`config.mk`:
```
export PLATFORM = sky130hd
export DESIGN_NAME = ctx_debug_regs
export DESIGN_NICKNAME = d
export VERILOG_FILES = /design/src/rtl/ctx_pkg.sv /design/src/rtl/ctx_debug_regs.sv /design/src/rtl/ctx_fault_inject.sv
export VERILOG_INCLUDE_DIRS = /design/src /design/src/rtl
export SDC_FILE = /design/constraint.sdc
export NUM_CORES = 1
export LEC_CHECK = 0
export ABC_CLOCK_PERIOD_IN_PS = 2200
export BUFFER_PORTS_ARGS = -buffer_cell sky130_fd_sc_hd__clkbuf_2
export CELL_PAD_IN_SITES_DETAIL_PLACEMENT = 1
export CELL_PAD_IN_SITES_GLOBAL_PLACEMENT = 1
export CORE_ASPECT_RATIO = 1.75
export CORE_MARGIN = 10
export CORE_UTILIZATION = 34
export DETAILED_ROUTE_END_ITERATION = 10
export GPL_ROUTABILITY_DRIVEN = 0
export HOLD_SLACK_MARGIN = 0.12
export PLACE_DENSITY = 0.84
export SLEW_MARGIN = 0
export SYNTH_ARGS = -nofsm -noshare
export SYNTH_HDL_FRONTEND = slang
export SYNTH_SLANG_ARGS = --single-unit
```
`constraint.sdc`:
```
create_clock -name CLK -period 2.2 [get_ports CLK]
set_clock_uncertainty 0.1 [all_clocks]
set_input_delay 0.11 -clock CLK [delete_from_list [all_inputs] [get_ports CLK]]
set_output_delay 0.11 -clock CLK [all_outputs]
set_load 0.02 [all_outputs]
```
`src/rtl/ctx_map.svh`:
```
/*
 * Register map, field positions, reset values and fixed masks of the
 * transmitter debug and fault-injection register group.
 * Assumes inclusion by bare name from the register and injection modules.
 */
`ifndef CTX_MAP_SVH
`define CTX_MAP_SVH

// Operation
// - lanes 3 and 4 have force, positive and negative level bits at 20-22, 26-28.
// - lane 2 negative level at bit 16; bits 19:17, 25:23, 31:29 read zero.
// - a requested sync fault inverts one bit of the lane's 16-bit sync code.
// - each lane owns one sync-fault byte: start, end, line enables, 4-bit index.
// - the 4-bit index picks the sync bit to invert; 15 is the top bit.
// - line-packet sync faults hit only the first video line of each frame.
// - override and fault registers exist only when the debug option is built.
// - header-fault register holds 5-bit index and error-force bit for five targets.
// - nonzero header index n inverts header bit n; zero flips nothing.
// - header error-force inverts header bits 0 and 31 together.
// - checksum-fault bit n corrupts checksum of line n, counted from 0.
// - state field codes idle, start, end, line, low-power entry, low-power mode.
// - writing an all-zero word to the state register clears it.
// - read-only word at 0xFC returns the fixed vendor code.
// - read-only word returns the release version code at its own offset.
// - clock lane force bit 2, levels 3 and 4; lane 1 uses bits 8-10.

// ----------------------------------------------------------------------
// register offsets (byte addresses)
// ----------------------------------------------------------------------
`define CTX_OFF_LANE 8'h34
`define CTX_OFF_SYNC 8'h38
`define CTX_OFF_HDR 8'h3C
`define CTX_OFF_CRC 8'h40
`define CTX_OFF_STATE 8'h80
`define CTX_OFF_VERSION 8'hF8
`define CTX_OFF_VENDOR 8'hFC

// ----------------------------------------------------------------------
// writable bits and reset values
// ----------------------------------------------------------------------
`define CTX_LANE_MASK 32'h1C71C71C
`define CTX_SYNC_MASK 32'h7F7F7F7F
`define CTX_HDR_MASK 32'h3FFFFFFF
`define CTX_REG_RESET 32'h00000000
`define CTX_STATE_RESET 3'h0

// ----------------------------------------------------------------------
// field layout
// ----------------------------------------------------------------------
`define CTX_SYNC_LANE_W 8
`define CTX_SYNC_FS_BIT 0
`define CTX_SYNC_FE_BIT 1
`define CTX_SYNC_LP_BIT 2
`define CTX_SYNC_IDX_LSB 3
`define CTX_HDR_TGT_W 6
`define CTX_HDR_HE_BIT 5
`define CTX_HDR_ERR_MASK 32'h80000001
`define CTX_HDR_LINE_ONE 16'h0000
`define CTX_HDR_LINE_THREE 16'h0002
`define CTX_HDR_LINE_FOUR 16'h0003
`define CTX_FIRST_LINE 16'h0000
`define CTX_CRC_LINES 16'h0020
`define CTX_CRC_FLIP 16'hFFFF

`endif

```
`src/rtl/ctx_pkg.sv`:
```
/*
 * Types shared by the register block and the fault injector.
 * Assumes nothing beyond a SystemVerilog compiler.
 */
package ctx_pkg;

    // packet kind, one-hot
    typedef enum logic [2:0] {
        CTX_KIND_FS = 3'b001,
        CTX_KIND_FE = 3'b010,
        CTX_KIND_LP = 3'b100
    } ctx_kind_e;

    // transmitter activity codes
    typedef enum logic [2:0] {
        CTX_ST_IDLE = 3'h0,
        CTX_ST_FS = 3'h1,
        CTX_ST_FE = 3'h2,
        CTX_ST_LP = 3'h3,
        CTX_ST_ULP_ENTRY = 3'h4,
        CTX_ST_ULP = 3'h5
    } ctx_state_e;

    // one packet's protected fields, header already carrying its code
    typedef struct packed {
        logic valid;
        ctx_kind_e kind;
        logic [15:0] line;
        logic [31:0] hdr;
        logic [3:0][15:0] sync;
        logic [15:0] crc;
    } ctx_pkt_s;

endpackage

```
`src/rtl/ctx_debug_regs.sv`:
```
/*
 * Debug and status register group of the serial video transmitter:
 * lane override, sync, header and checksum fault controls, activity state,
 * vendor and version words, and the fault injector on the packet path.
 * Assumes a zero-wait register port in the pixel clock domain and a packet
 * builder that presents one packet's protected fields per valid cycle.
 */
`timescale 1ns/100ps
`include "ctx_map.svh"

module ctx_debug_regs #(
    parameter int LANES = 4,
    parameter bit DEBUG = 1'b1,
    // arbitrary neutral identity values
    parameter logic [31:0] VENDOR_CODE = 32'h00005A5A,
    parameter logic [31:0] VERSION_CODE = 32'h00010000
) (
    // clock, reset, enable
    input wire logic CLK,
    input wire logic RST,
    input wire logic CE,
    // register port
    input wire logic PSEL,
    input wire logic PENABLE,
    input wire logic PWRITE,
    input wire logic [7:0] PADDR,
    input wire logic [31:0] PWDATA,
    output logic [31:0] PRDATA,
    output logic PREADY,
    output logic PSLVERR,
    // transmitter activity
    input wire logic [2:0] TX_STATE,
    // packet path
    input wire ctx_pkg::ctx_pkt_s PKT_IN,
    output ctx_pkg::ctx_pkt_s PKT_OUT,
    // lane forcing to the analog lanes
    output logic [31:0] LANE_OVERRIDE
);

    // ----------------------------------------------------------------------
    // elaboration checks
    // ----------------------------------------------------------------------
    if (LANES < 1 || LANES > 4)
    begin : g_bad_lanes
        $error("LANES must lie between 1 and 4");
    end

    // ----------------------------------------------------------------------
    // storage
    // ----------------------------------------------------------------------
    logic [31:0] sync_fault_inject_ctrl;
    logic [31:0] header_fault_inject_ctrl;
    logic [31:0] line_checksum_fault_ctrl;
    logic [2:0] activity_state;
    logic [2:0] prev_tx_state;

    // ----------------------------------------------------------------------
    // address decode
    // ----------------------------------------------------------------------
    wire logic setup = PSEL && !PENABLE;
    wire logic wr = PSEL && PENABLE && PWRITE;
    wire logic hit_lane = DEBUG && PADDR == `CTX_OFF_LANE;
    wire logic hit_sync = DEBUG && PADDR == `CTX_OFF_SYNC;
    wire logic hit_hdr = DEBUG && PADDR == `CTX_OFF_HDR;
    wire logic hit_crc = DEBUG && PADDR == `CTX_OFF_CRC;
    wire logic hit_state = PADDR == `CTX_OFF_STATE;
    wire logic hit_vendor = PADDR == `CTX_OFF_VENDOR;
    wire logic hit_version = PADDR == `CTX_OFF_VERSION;
    wire logic hit_any = hit_lane || hit_sync || hit_hdr || hit_crc || hit_state
        || hit_vendor || hit_version;

    // ----------------------------------------------------------------------
    // next values
    // ----------------------------------------------------------------------
    wire logic [31:0] next_lane = (wr && hit_lane) ? (PWDATA & `CTX_LANE_MASK)
        : LANE_OVERRIDE;
    wire logic [31:0] next_sync = (wr && hit_sync) ? (PWDATA & `CTX_SYNC_MASK)
        : sync_fault_inject_ctrl;
    wire logic [31:0] next_hdr = (wr && hit_hdr) ? (PWDATA & `CTX_HDR_MASK)
        : header_fault_inject_ctrl;
    wire logic [31:0] next_crc = (wr && hit_crc) ? PWDATA : line_checksum_fault_ctrl;
    wire logic tx_change = TX_STATE != prev_tx_state;
    wire logic clear_state = wr && hit_state && PWDATA == 32'h00000000;
    // a state change in the clearing cycle wins over the clear
    wire logic [2:0] next_state = tx_change ? TX_STATE
        : clear_state ? `CTX_STATE_RESET : activity_state;

    // ----------------------------------------------------------------------
    // read selection
    // ----------------------------------------------------------------------
    wire logic [31:0] rd_word =
        hit_lane ? LANE_OVERRIDE :
        hit_sync ? sync_fault_inject_ctrl :
        hit_hdr ? header_fault_inject_ctrl :
        hit_crc ? line_checksum_fault_ctrl :
        hit_state ? {29'h00000000, activity_state} :
        hit_vendor ? VENDOR_CODE :
        hit_version ? VERSION_CODE : 32'h00000000;

    // ----------------------------------------------------------------------
    // registers
    // ----------------------------------------------------------------------
    always_ff @(posedge CLK)
        if (RST)
        begin
            LANE_OVERRIDE <= `CTX_REG_RESET;
            sync_fault_inject_ctrl <= `CTX_REG_RESET;
            header_fault_inject_ctrl <= `CTX_REG_RESET;
            line_checksum_fault_ctrl <= `CTX_REG_RESET;
        end
        else if (CE)
        begin
            LANE_OVERRIDE <= next_lane;
            sync_fault_inject_ctrl <= next_sync;
            header_fault_inject_ctrl <= next_hdr;
            line_checksum_fault_ctrl <= next_crc;
        end

    always_ff @(posedge CLK)
        if (RST)
        begin
            activity_state <= `CTX_STATE_RESET;
            prev_tx_state <= `CTX_STATE_RESET;
        end
        else if (CE)
        begin
            activity_state <= next_state;
            prev_tx_state <= TX_STATE;
        end

    // ----------------------------------------------------------------------
    // register port answer
    // ----------------------------------------------------------------------
    always_ff @(posedge CLK)
        if (RST)
        begin
            PRDATA <= 32'h00000000;
            PREADY <= 1'b0;
            PSLVERR <= 1'b0;
        end
        else if (CE)
        begin
            PREADY <= setup;
            PSLVERR <= setup && !hit_any;
            if (setup && !PWRITE)
                PRDATA <= rd_word;
        end

    // ----------------------------------------------------------------------
    // fault injector
    // ----------------------------------------------------------------------
    ctx_fault_inject #(
        .LANES(LANES)
    ) u_inject (
        .clk(CLK),
        .rst(RST),
        .ce(CE),
        .debug_en(DEBUG),
        .sync_ctrl(sync_fault_inject_ctrl),
        .hdr_ctrl(header_fault_inject_ctrl),
        .crc_ctrl(line_checksum_fault_ctrl),
        .pkt_in(PKT_IN),
        .pkt_out(PKT_OUT)
    );
endmodule

```
`src/rtl/ctx_fault_inject.sv`:
```
/*
 * Fault injector: corrupts sync codes, packet header and line checksum of
 * one packet per valid cycle, registered by one cycle.
 * Assumes the header arrives with its error code already computed.
 */
`timescale 1ns/100ps
`include "ctx_map.svh"

module ctx_fault_inject #(
    parameter int LANES = 4
) (
    input wire logic clk,
    input wire logic rst,
    input wire logic ce,
    input wire logic debug_en,
    input wire logic [31:0] sync_ctrl,
    input wire logic [31:0] hdr_ctrl,
    input wire logic [31:0] crc_ctrl,
    input wire ctx_pkg::ctx_pkt_s pkt_in,
    output ctx_pkg::ctx_pkt_s pkt_out
);

    // header mask for one target: single flip plus forced double error
    function automatic logic [31:0] hdr_mask(input logic [5:0] tgt);
        logic [31:0] m;
        m = (tgt[4:0] != 5'h00) ? (32'h00000001 << tgt[4:0]) : 32'h00000000;
        if (tgt[`CTX_HDR_HE_BIT])
            m = m | `CTX_HDR_ERR_MASK;
        return m;
    endfunction

    wire logic is_fs = pkt_in.kind == ctx_pkg::CTX_KIND_FS;
    wire logic is_fe = pkt_in.kind == ctx_pkg::CTX_KIND_FE;
    wire logic is_lp = pkt_in.kind == ctx_pkg::CTX_KIND_LP;
    wire logic first_line = is_lp && pkt_in.line == `CTX_FIRST_LINE;
    wire logic [5:0] hdr_tgt =
        is_fs ? hdr_ctrl[5:0] :
        is_fe ? hdr_ctrl[11:6] :
        first_line ? hdr_ctrl[17:12] :
        (is_lp && pkt_in.line == `CTX_HDR_LINE_THREE) ? hdr_ctrl[23:18] :
        (is_lp && pkt_in.line == `CTX_HDR_LINE_FOUR) ? hdr_ctrl[29:24] : 6'h00;
    wire logic [31:0] hdr_flip = debug_en ? hdr_mask(hdr_tgt) : 32'h00000000;
    wire logic crc_hit = debug_en && is_lp && pkt_in.line < `CTX_CRC_LINES
        && crc_ctrl[pkt_in.line[4:0]];
    logic [3:0][15:0] sync_flip;

    always_comb
    begin
        for (int l = 0; l < 4; l++)
        begin
            logic [7:0] f;
            f = sync_ctrl[l*`CTX_SYNC_LANE_W +: `CTX_SYNC_LANE_W];
            sync_flip[l] = 16'h0000;
            if (debug_en && l < LANES && ((is_fs && f[`CTX_SYNC_FS_BIT])
                || (is_fe && f[`CTX_SYNC_FE_BIT])
                || (first_line && f[`CTX_SYNC_LP_BIT])))
                sync_flip[l] = 16'h0001 << f[`CTX_SYNC_IDX_LSB +: 4];
        end
    end

    // ----------------------------------------------------------------------
    // output register
    // ----------------------------------------------------------------------
    always_ff @(posedge clk)
        if (rst)
            pkt_out <= '0;
        else if (ce)
        begin
            pkt_out <= pkt_in;
            pkt_out.hdr <= pkt_in.hdr ^ hdr_flip;
            pkt_out.sync <= pkt_in.sync ^ sync_flip;
            pkt_out.crc <= crc_hit ? pkt_in.crc ^ `CTX_CRC_FLIP : pkt_in.crc;
        end
endmodule

```
# Word-level counts from Yosys, hierarchy flattened
# Index checks and enable logic that the tools add are counted.
dict set report totals {
  regBits 277
  latch_bits 0
  ram_bits 0
  romBits 0
  input_bits 181
  output_inout_bits 198
  elab_cells 119
  n_memories 0
}
dict set report classes {
  n_addsub 0
  multipliers 0
  div 0
  n_lt_le_gt_ge 2
  n_eq_ne 13
  n_shift 5
  mux 23
  n_bitwise 3
  n_reduce_logical 55
}
# op count
set op_table {}
lappend op_table {{32-bit two-way mux} 6}
lappend op_table {{16-bit two-way mux} 5}
lappend op_table {{1-bit by 4-bit << shifter with 16-bit output (first input constant)} 4}
lappend op_table {{64-bit XOR} 1}
lappend op_table {{17-bit two-way mux} 3}
lappend op_table {{16-bit by 2-bit equality test with 1-bit output (second input constant)} 2}
lappend op_table {{32-bit logical NOT} 1}
lappend op_table {{1-bit by 5-bit << shifter with 32-bit output (first input constant)} 1}
lappend op_table {{32-bit XOR} 1}
lappend op_table {{6-bit two-way mux} 5}
lappend op_table {{1-bit logical AND} 28}
lappend op_table {{8-bit by 6-bit equality test with 1-bit output (second input constant)} 3}
lappend op_table {{8-bit equality test (second input constant)} 3}
lappend op_table {{16-bit logical NOT} 1}
lappend op_table {{16-bit by 6-bit < comparator with 1-bit output (second input constant)} 1}
lappend op_table {{16-bit inverter} 1}
lappend op_table {{1-bit logical OR} 14}
lappend op_table {{2-bit AND reduction} 6}
lappend op_table {{8-bit by 7-bit equality test with 1-bit output (second input constant)} 1}
lappend op_table {{5-bit by 6-bit < comparator with 1-bit output (second input constant)} 1}
lappend op_table {{3-bit two-way mux} 2}
lappend op_table {{1-bit binary-select mux with 5-bit select} 1}
lappend op_table {{5-bit nonzero test} 1}
lappend op_table {{3-bit by 1-bit equality test with 1-bit output (second input constant)} 1}
lappend op_table {{6 further kinds} 8}

# Depth between registers and ports, before layout
dict set report depth {
  ltp_word 11
  depth_mapped 11
  depth_no_buf 7
}

# By module
# Synthesis repeated with hierarchy kept, for this count alone.
dict set report unflattened {
  hier_cells 1625
  area_unflattened_um2 13364.1
}
# mod n_inst cells_each area_each_um2 seq_area_each_um2
set modules_own_cells {}
lappend modules_own_cells {ctx_fault_inject 1 814 7011.7 2642.5}
lappend modules_own_cells {ctx_debug_regs 1 811 6352.3 2902.8}

# Least setup slack after synthesis
# No wires, ideal clock.
dict set report synth_path {
  path_kind {input port to flip-flop}
  startpoint {in PKT_IN[112] (netlist name)}
  endpoint {reg u_inject.pkt_out[10] (netlist name)}
  arrival_time_ns 2.175
  required_time_ns 2.014
  setup_slack_ns -0.160
  cell_stages 10
  path_cell_list {buf_2 -> buf_6 -> mux4_2 -> mux4_2 -> mux2i_1 -> nor2b_1 -> buf_6 -> buf_6 -> xnor2_1 -> a211oi_1}
}
dict set report synth_between {
  elab_chain_cells 4
  word_cells_on_any_way 6
}
# element line
set synth_rtl {}
lappend synth_rtl {{from (decl)} ctx_debug_regs.sv:34} ;# input wire ctx_pkg::ctx_pkt_s PKT_IN,
lappend synth_rtl {{16-bit by 6-bit < comparator with 1-bit output (no line) or 1-bit binary-select mux with 5-bit select (tied branches)} --}
lappend synth_rtl {{1-bit logical AND (no line) or 1-bit two-way mux (tied branches)} --}
lappend synth_rtl {{1-bit logical AND *} ctx_fault_inject.sv:43} ;# wire logic crc_hit = debug_en && is_lp && pkt_in.line < `CTX_CRC_LINES
lappend synth_rtl {{16-bit two-way mux *} ctx_fault_inject.sv:72} ;# pkt_out.crc <= crc_hit ? pkt_in.crc ^ `CTX_CRC_FLIP : pkt_in.crc;
lappend synth_rtl {{to (signal assigned)} ctx_fault_inject.sv:69} ;# pkt_out <= pkt_in;
lappend synth_rtl {{to (decl)} ctx_fault_inject.sv:20} ;# output ctx_pkg::ctx_pkt_s pkt_out
# Every way passes the cells marked *; elsewhere a longest branch is shown, timed or not. The select of a mux whose other input is x is not followed.
# A chain may end at the register's enable or synchronous reset.

# Worst setup path after layout
dict set report layout_path {
  startpoint {reg line_checksum_fault_ctrl[11]}
  endpoint {reg u_inject.pkt_out[1] (netlist name)}
}
dict set report layout_between {
  elab_chain_cells 4
}
# element line
set layout_rtl {}
lappend layout_rtl {{from (decl)} ctx_debug_regs.sv:53} ;# logic [31:0] line_checksum_fault_ctrl;
lappend layout_rtl {{from (signal assigned)} ctx_debug_regs.sv:109} ;# line_checksum_fault_ctrl <= `CTX_REG_RESET;
lappend layout_rtl {{from (signal assigned)} ctx_debug_regs.sv:116} ;# line_checksum_fault_ctrl <= next_crc;
lappend layout_rtl {{1-bit binary-select mux with 5-bit select} ctx_fault_inject.sv:44} ;# && crc_ctrl[pkt_in.line[4:0]];
lappend layout_rtl {{1-bit two-way mux (implied by the code)} ctx_fault_inject.sv:44}
lappend layout_rtl {{1-bit logical AND} ctx_fault_inject.sv:43}
lappend layout_rtl {{16-bit two-way mux} ctx_fault_inject.sv:72}
# Every way passes these cells. The select of a mux whose other input is x is not followed.

==> qor.txt <==
Placed cells: 2403
Power, Total: 12.2 mW
Outcome: finished with violations
CP startpoint kind: flop
Clk_lat worst skew: 580 ps
Hpwl dp: 45100 um
Core ar.: 37500 sq um
Most common cell after layout, fill and taps aside: clkbuf_2
Root cell of the clock tree: clkbuf_16
Grt ovf: 0
Crit path kind: flop to flop
Wire length per cell: 27.1 um
Bufs and invs on worst path: 1
Worst path top cell family by delay: multiplexers
Pre-antenna DRT Iters: 7
Synth Area in Simple Gates: 21.8%
Type of the tightest min-delay check: input port to flop
CP Cell Sequence: mux4_2 > mux4_2 > mux2i_4 > nor2b_4 > buf_12 > xnor2_4 > a211oi_2
Layout cells sized above 1: 31.8%
I/O pin count: 379
Fill cells: 4363
Period minus WS final: 2460 ps
Die ar.: 46400 sq um
Failing checks: setup timing
Endpoints failing setup: 27
Adder-cell share of the synthesized area: 0%
Die Y: 278 um
CTS sink count: 277
Die extent in x: 167 um
RSZ-0062 raised after global routing: true
Peak supply drop: 0.468 mV
Multi-input gate area: 7220 sq um
Reg clk slew, reported paths: 70 ps
Critical path arrival: 2820 ps
Clock buffer count from CTS: 26
Fin. max-slew vios: 0
Yosys cell types: 53
Htree depth: 1
Highest cell delay on the worst timing path: 530 ps
PD cells: 626 nW/um^2
Crit path capture type: flop
Final cycle utilization of the critical path: 112%
Leakage: 7.75 nW
Worst slew pin tran: 801 ps
Longest Clk Path Bufs: 3
Vias in the first global route: 16280
Vias per inst: 5.81
Initial antenna violation count: 12
Number of flops mapped to enable cells by yosys: 0
Asr flop ratio synth: 0%
Syn avg cell area: 8.44 sq um
Final wirelength: 72300 um
Most frequent CP cell: mux4_2
Mapped Area: 12900 sq um
IO buf count: 361
Sequential-to-total area share from yosys stat: 43.0%
Xor-xnor portion of the synthesized cell area: 7.07%
Crit path max fanout: 8
GR Util All Layers: 28.2%
Starting Density: 34.3%
Layout Nets: 2334
Synthesis-to-layout area growth: 52.0%
Final WS setup: -260 ps
Drt drc: 0
Yosys reg bits: 277
Max-cap viol count: 0
Largest family of logic cells by synthesized area: simple AND/OR/NAND/NOR gates
Mapped Cells: 1527
Vias: 15468
Synth Flop Type: dfxtp_1
Max Fclk: 0.406 GHz
Initial DRC Count: 1441
Routed Antenna Nets: 0
Max_slew headroom: 46.6%
Crit-path slowest cell: mux4_2
Non-Filler Instances: 2663
Register area: 5570 sq um
Mux share of post-synthesis cell area: 5.94%
Commonest cells after routing, fill and taps aside: 359 x clkbuf_2, 263 x dfxtp_1, 208 x nor2_1, 208 x nand2_1, 183 x dlygate4sd3_1
Ys Warns: 0
Fin. Hold Viols: 0
Synth Area in Compound Gates: 17.0%
Placement Rows: 94
Largest net degree at the start of global routing: 225
WP data required: 2560 ps
TritonCTS clock tree: done
First-pass GRT wire length: 103000 um
[area by class of cell]
type                    instances  area share [%]
well taps                     480            3.07
clock inverters                13           0.690
inverters                       4          0.0767
clock buffers                  33            3.71
multi-input cells            1118            36.9
repair buffers                726            27.0
diodes                         12           0.153
flip-flops and latches        277            28.4
[power by group]
| part | total [mW] | switching [mW] | internal, mW |
|---|---|---|---|
| combinational | 2.08 | 1.24 | 0.835 |
| clock | 4.82 | 2.24 | 2.58 |
| sequential | 5.35 | 0.147 | 5.20 |
[through the flow]
| stage | hold WS, ps | setup TNS (ps) | util, % | cell area, sq um | setup slack (ps) |
|---|---|---|---|---|---|
| 2_1_floorplan | 146 | -3.70 | - | 13000 | -0.373 |
| 3_3_place_gp | 250 | -51220 | 43.1 | 16200 | -814 |
| 3_5_place_dp | 286 | -51170 | 43.1 | 16200 | -783 |
| 4_1_cts | 175 | -2080 | 50.7 | 19000 | -143 |
| 5_1_grt | 216 | -5090 | 52.2 | 19600 | -276 |
| 6_report | 222 | -2980 | 52.2 | 19600 | -260 |
[logic make-up after synthesis]
family | after synthesis
simple gates | 607
compound gates | 326
flops | 277
buf+inv | 148
xor+xnor | 104
mux | 64
other cells | 1
[state kept, by name, summed over array words and instances, names as in the netlist]
register / cells
header_fault_inject_ctrl: 30
LANE_OVERRIDE: 15
u_inject.pkt_out: 132
PSLVERR: 1
line_checksum_fault_ctrl: 32
sync_fault_inject_ctrl: 28
PREADY: 1
PRDATA: 32
prev_tx_state: 3
activity_state: 3
[worst min-delay path: cells and delay by family]
kind,cells,cell delay [ps]
buffers and inverters,3,430
and+or+nand+nor,3,240
AOI/OAI and AO/OA,1,50
[synthesized netlist by cell type (all sizes together), types with 2 or more instances]
cell type | count | area share (%)
clkbuf | 111 | 3.2
mux2i | 54 | 4.2
xnor2 | 61 | 4.1
o22ai | 4 | 0.29
nor3b | 9 | 0.60
nand3b | 14 | 0.82
nor2 | 209 | 6.1
xor2 | 43 | 2.9
nand4 | 27 | 1.3
a41oi | 5 | 0.40
or3 | 13 | 0.63
nand3 | 19 | 0.74
nand2 | 209 | 6.1
nor3 | 32 | 1.4
nor4 | 32 | 1.6
a31oi | 2 | 0.097
inv | 4 | 0.12
nor4b | 12 | 0.86
a21oi | 110 | 4.3
nand2b | 13 | 0.63
a211oi | 116 | 6.8
and4 | 2 | 0.14
buf | 33 | 1.8
a222oi | 9 | 0.70
o21ai | 33 | 1.3
nor4bb | 4 | 0.31
a311oi | 11 | 0.75
a211o | 2 | 0.14
a41o | 2 | 0.16
o21a | 5 | 0.29
dfxtp | 277 | 43
nor2b | 8 | 0.39
mux4 | 10 | 1.7
a221oi | 20 | 1.4
a22oi | 4 | 0.23
o22a | 3 | 0.20
[path summary, 6_finish.rpt]
kind / endpoint / slack (ps) / cells after the start / startpoint
max: u_inject.pkt_out[1]$_SDFFE_PP0P_ / -260 / 7 / line_checksum_fault_ctrl[11]$_SDFFE_PP0P_
min: sync_fault_inject_ctrl[16]$_SDFFE_PP0P_ / 220 / 7 / PADDR[4]
max reg2reg: u_inject.pkt_out[1]$_SDFFE_PP0P_ / -260 / 7 / line_checksum_fault_ctrl[11]$_SDFFE_PP0P_
min reg2reg: header_fault_inject_ctrl[21]$_SDFFE_PP0P_ / 380 / 2 / header_fault_inject_ctrl[21]$_SDFFE_PP0P_
[what timing repair did]
action / CTS / global route
hold buffers: 183 / 0
buffers inserted: 2 / 15
pin swaps: 10 / 20
cloned: 1 / 1
endpoints found under the setup margin: 45 / 84
hold endpoints to repair: 252 / 0
gates resized for setup: 30 / 76
[metal layers]
layer / up-vias / GRT usage, % / wire (um)
li1: 6647 / - / -
met1: 7529 / 28.2 / 24600
met2: 945 / 50.8 / 36800
met3: 347 / 5.32 / 4710
met4: 0 / 20.3 / 6200
met5: - / 0 / 0
Note: power is estimated with default switching activity, not from simulation.
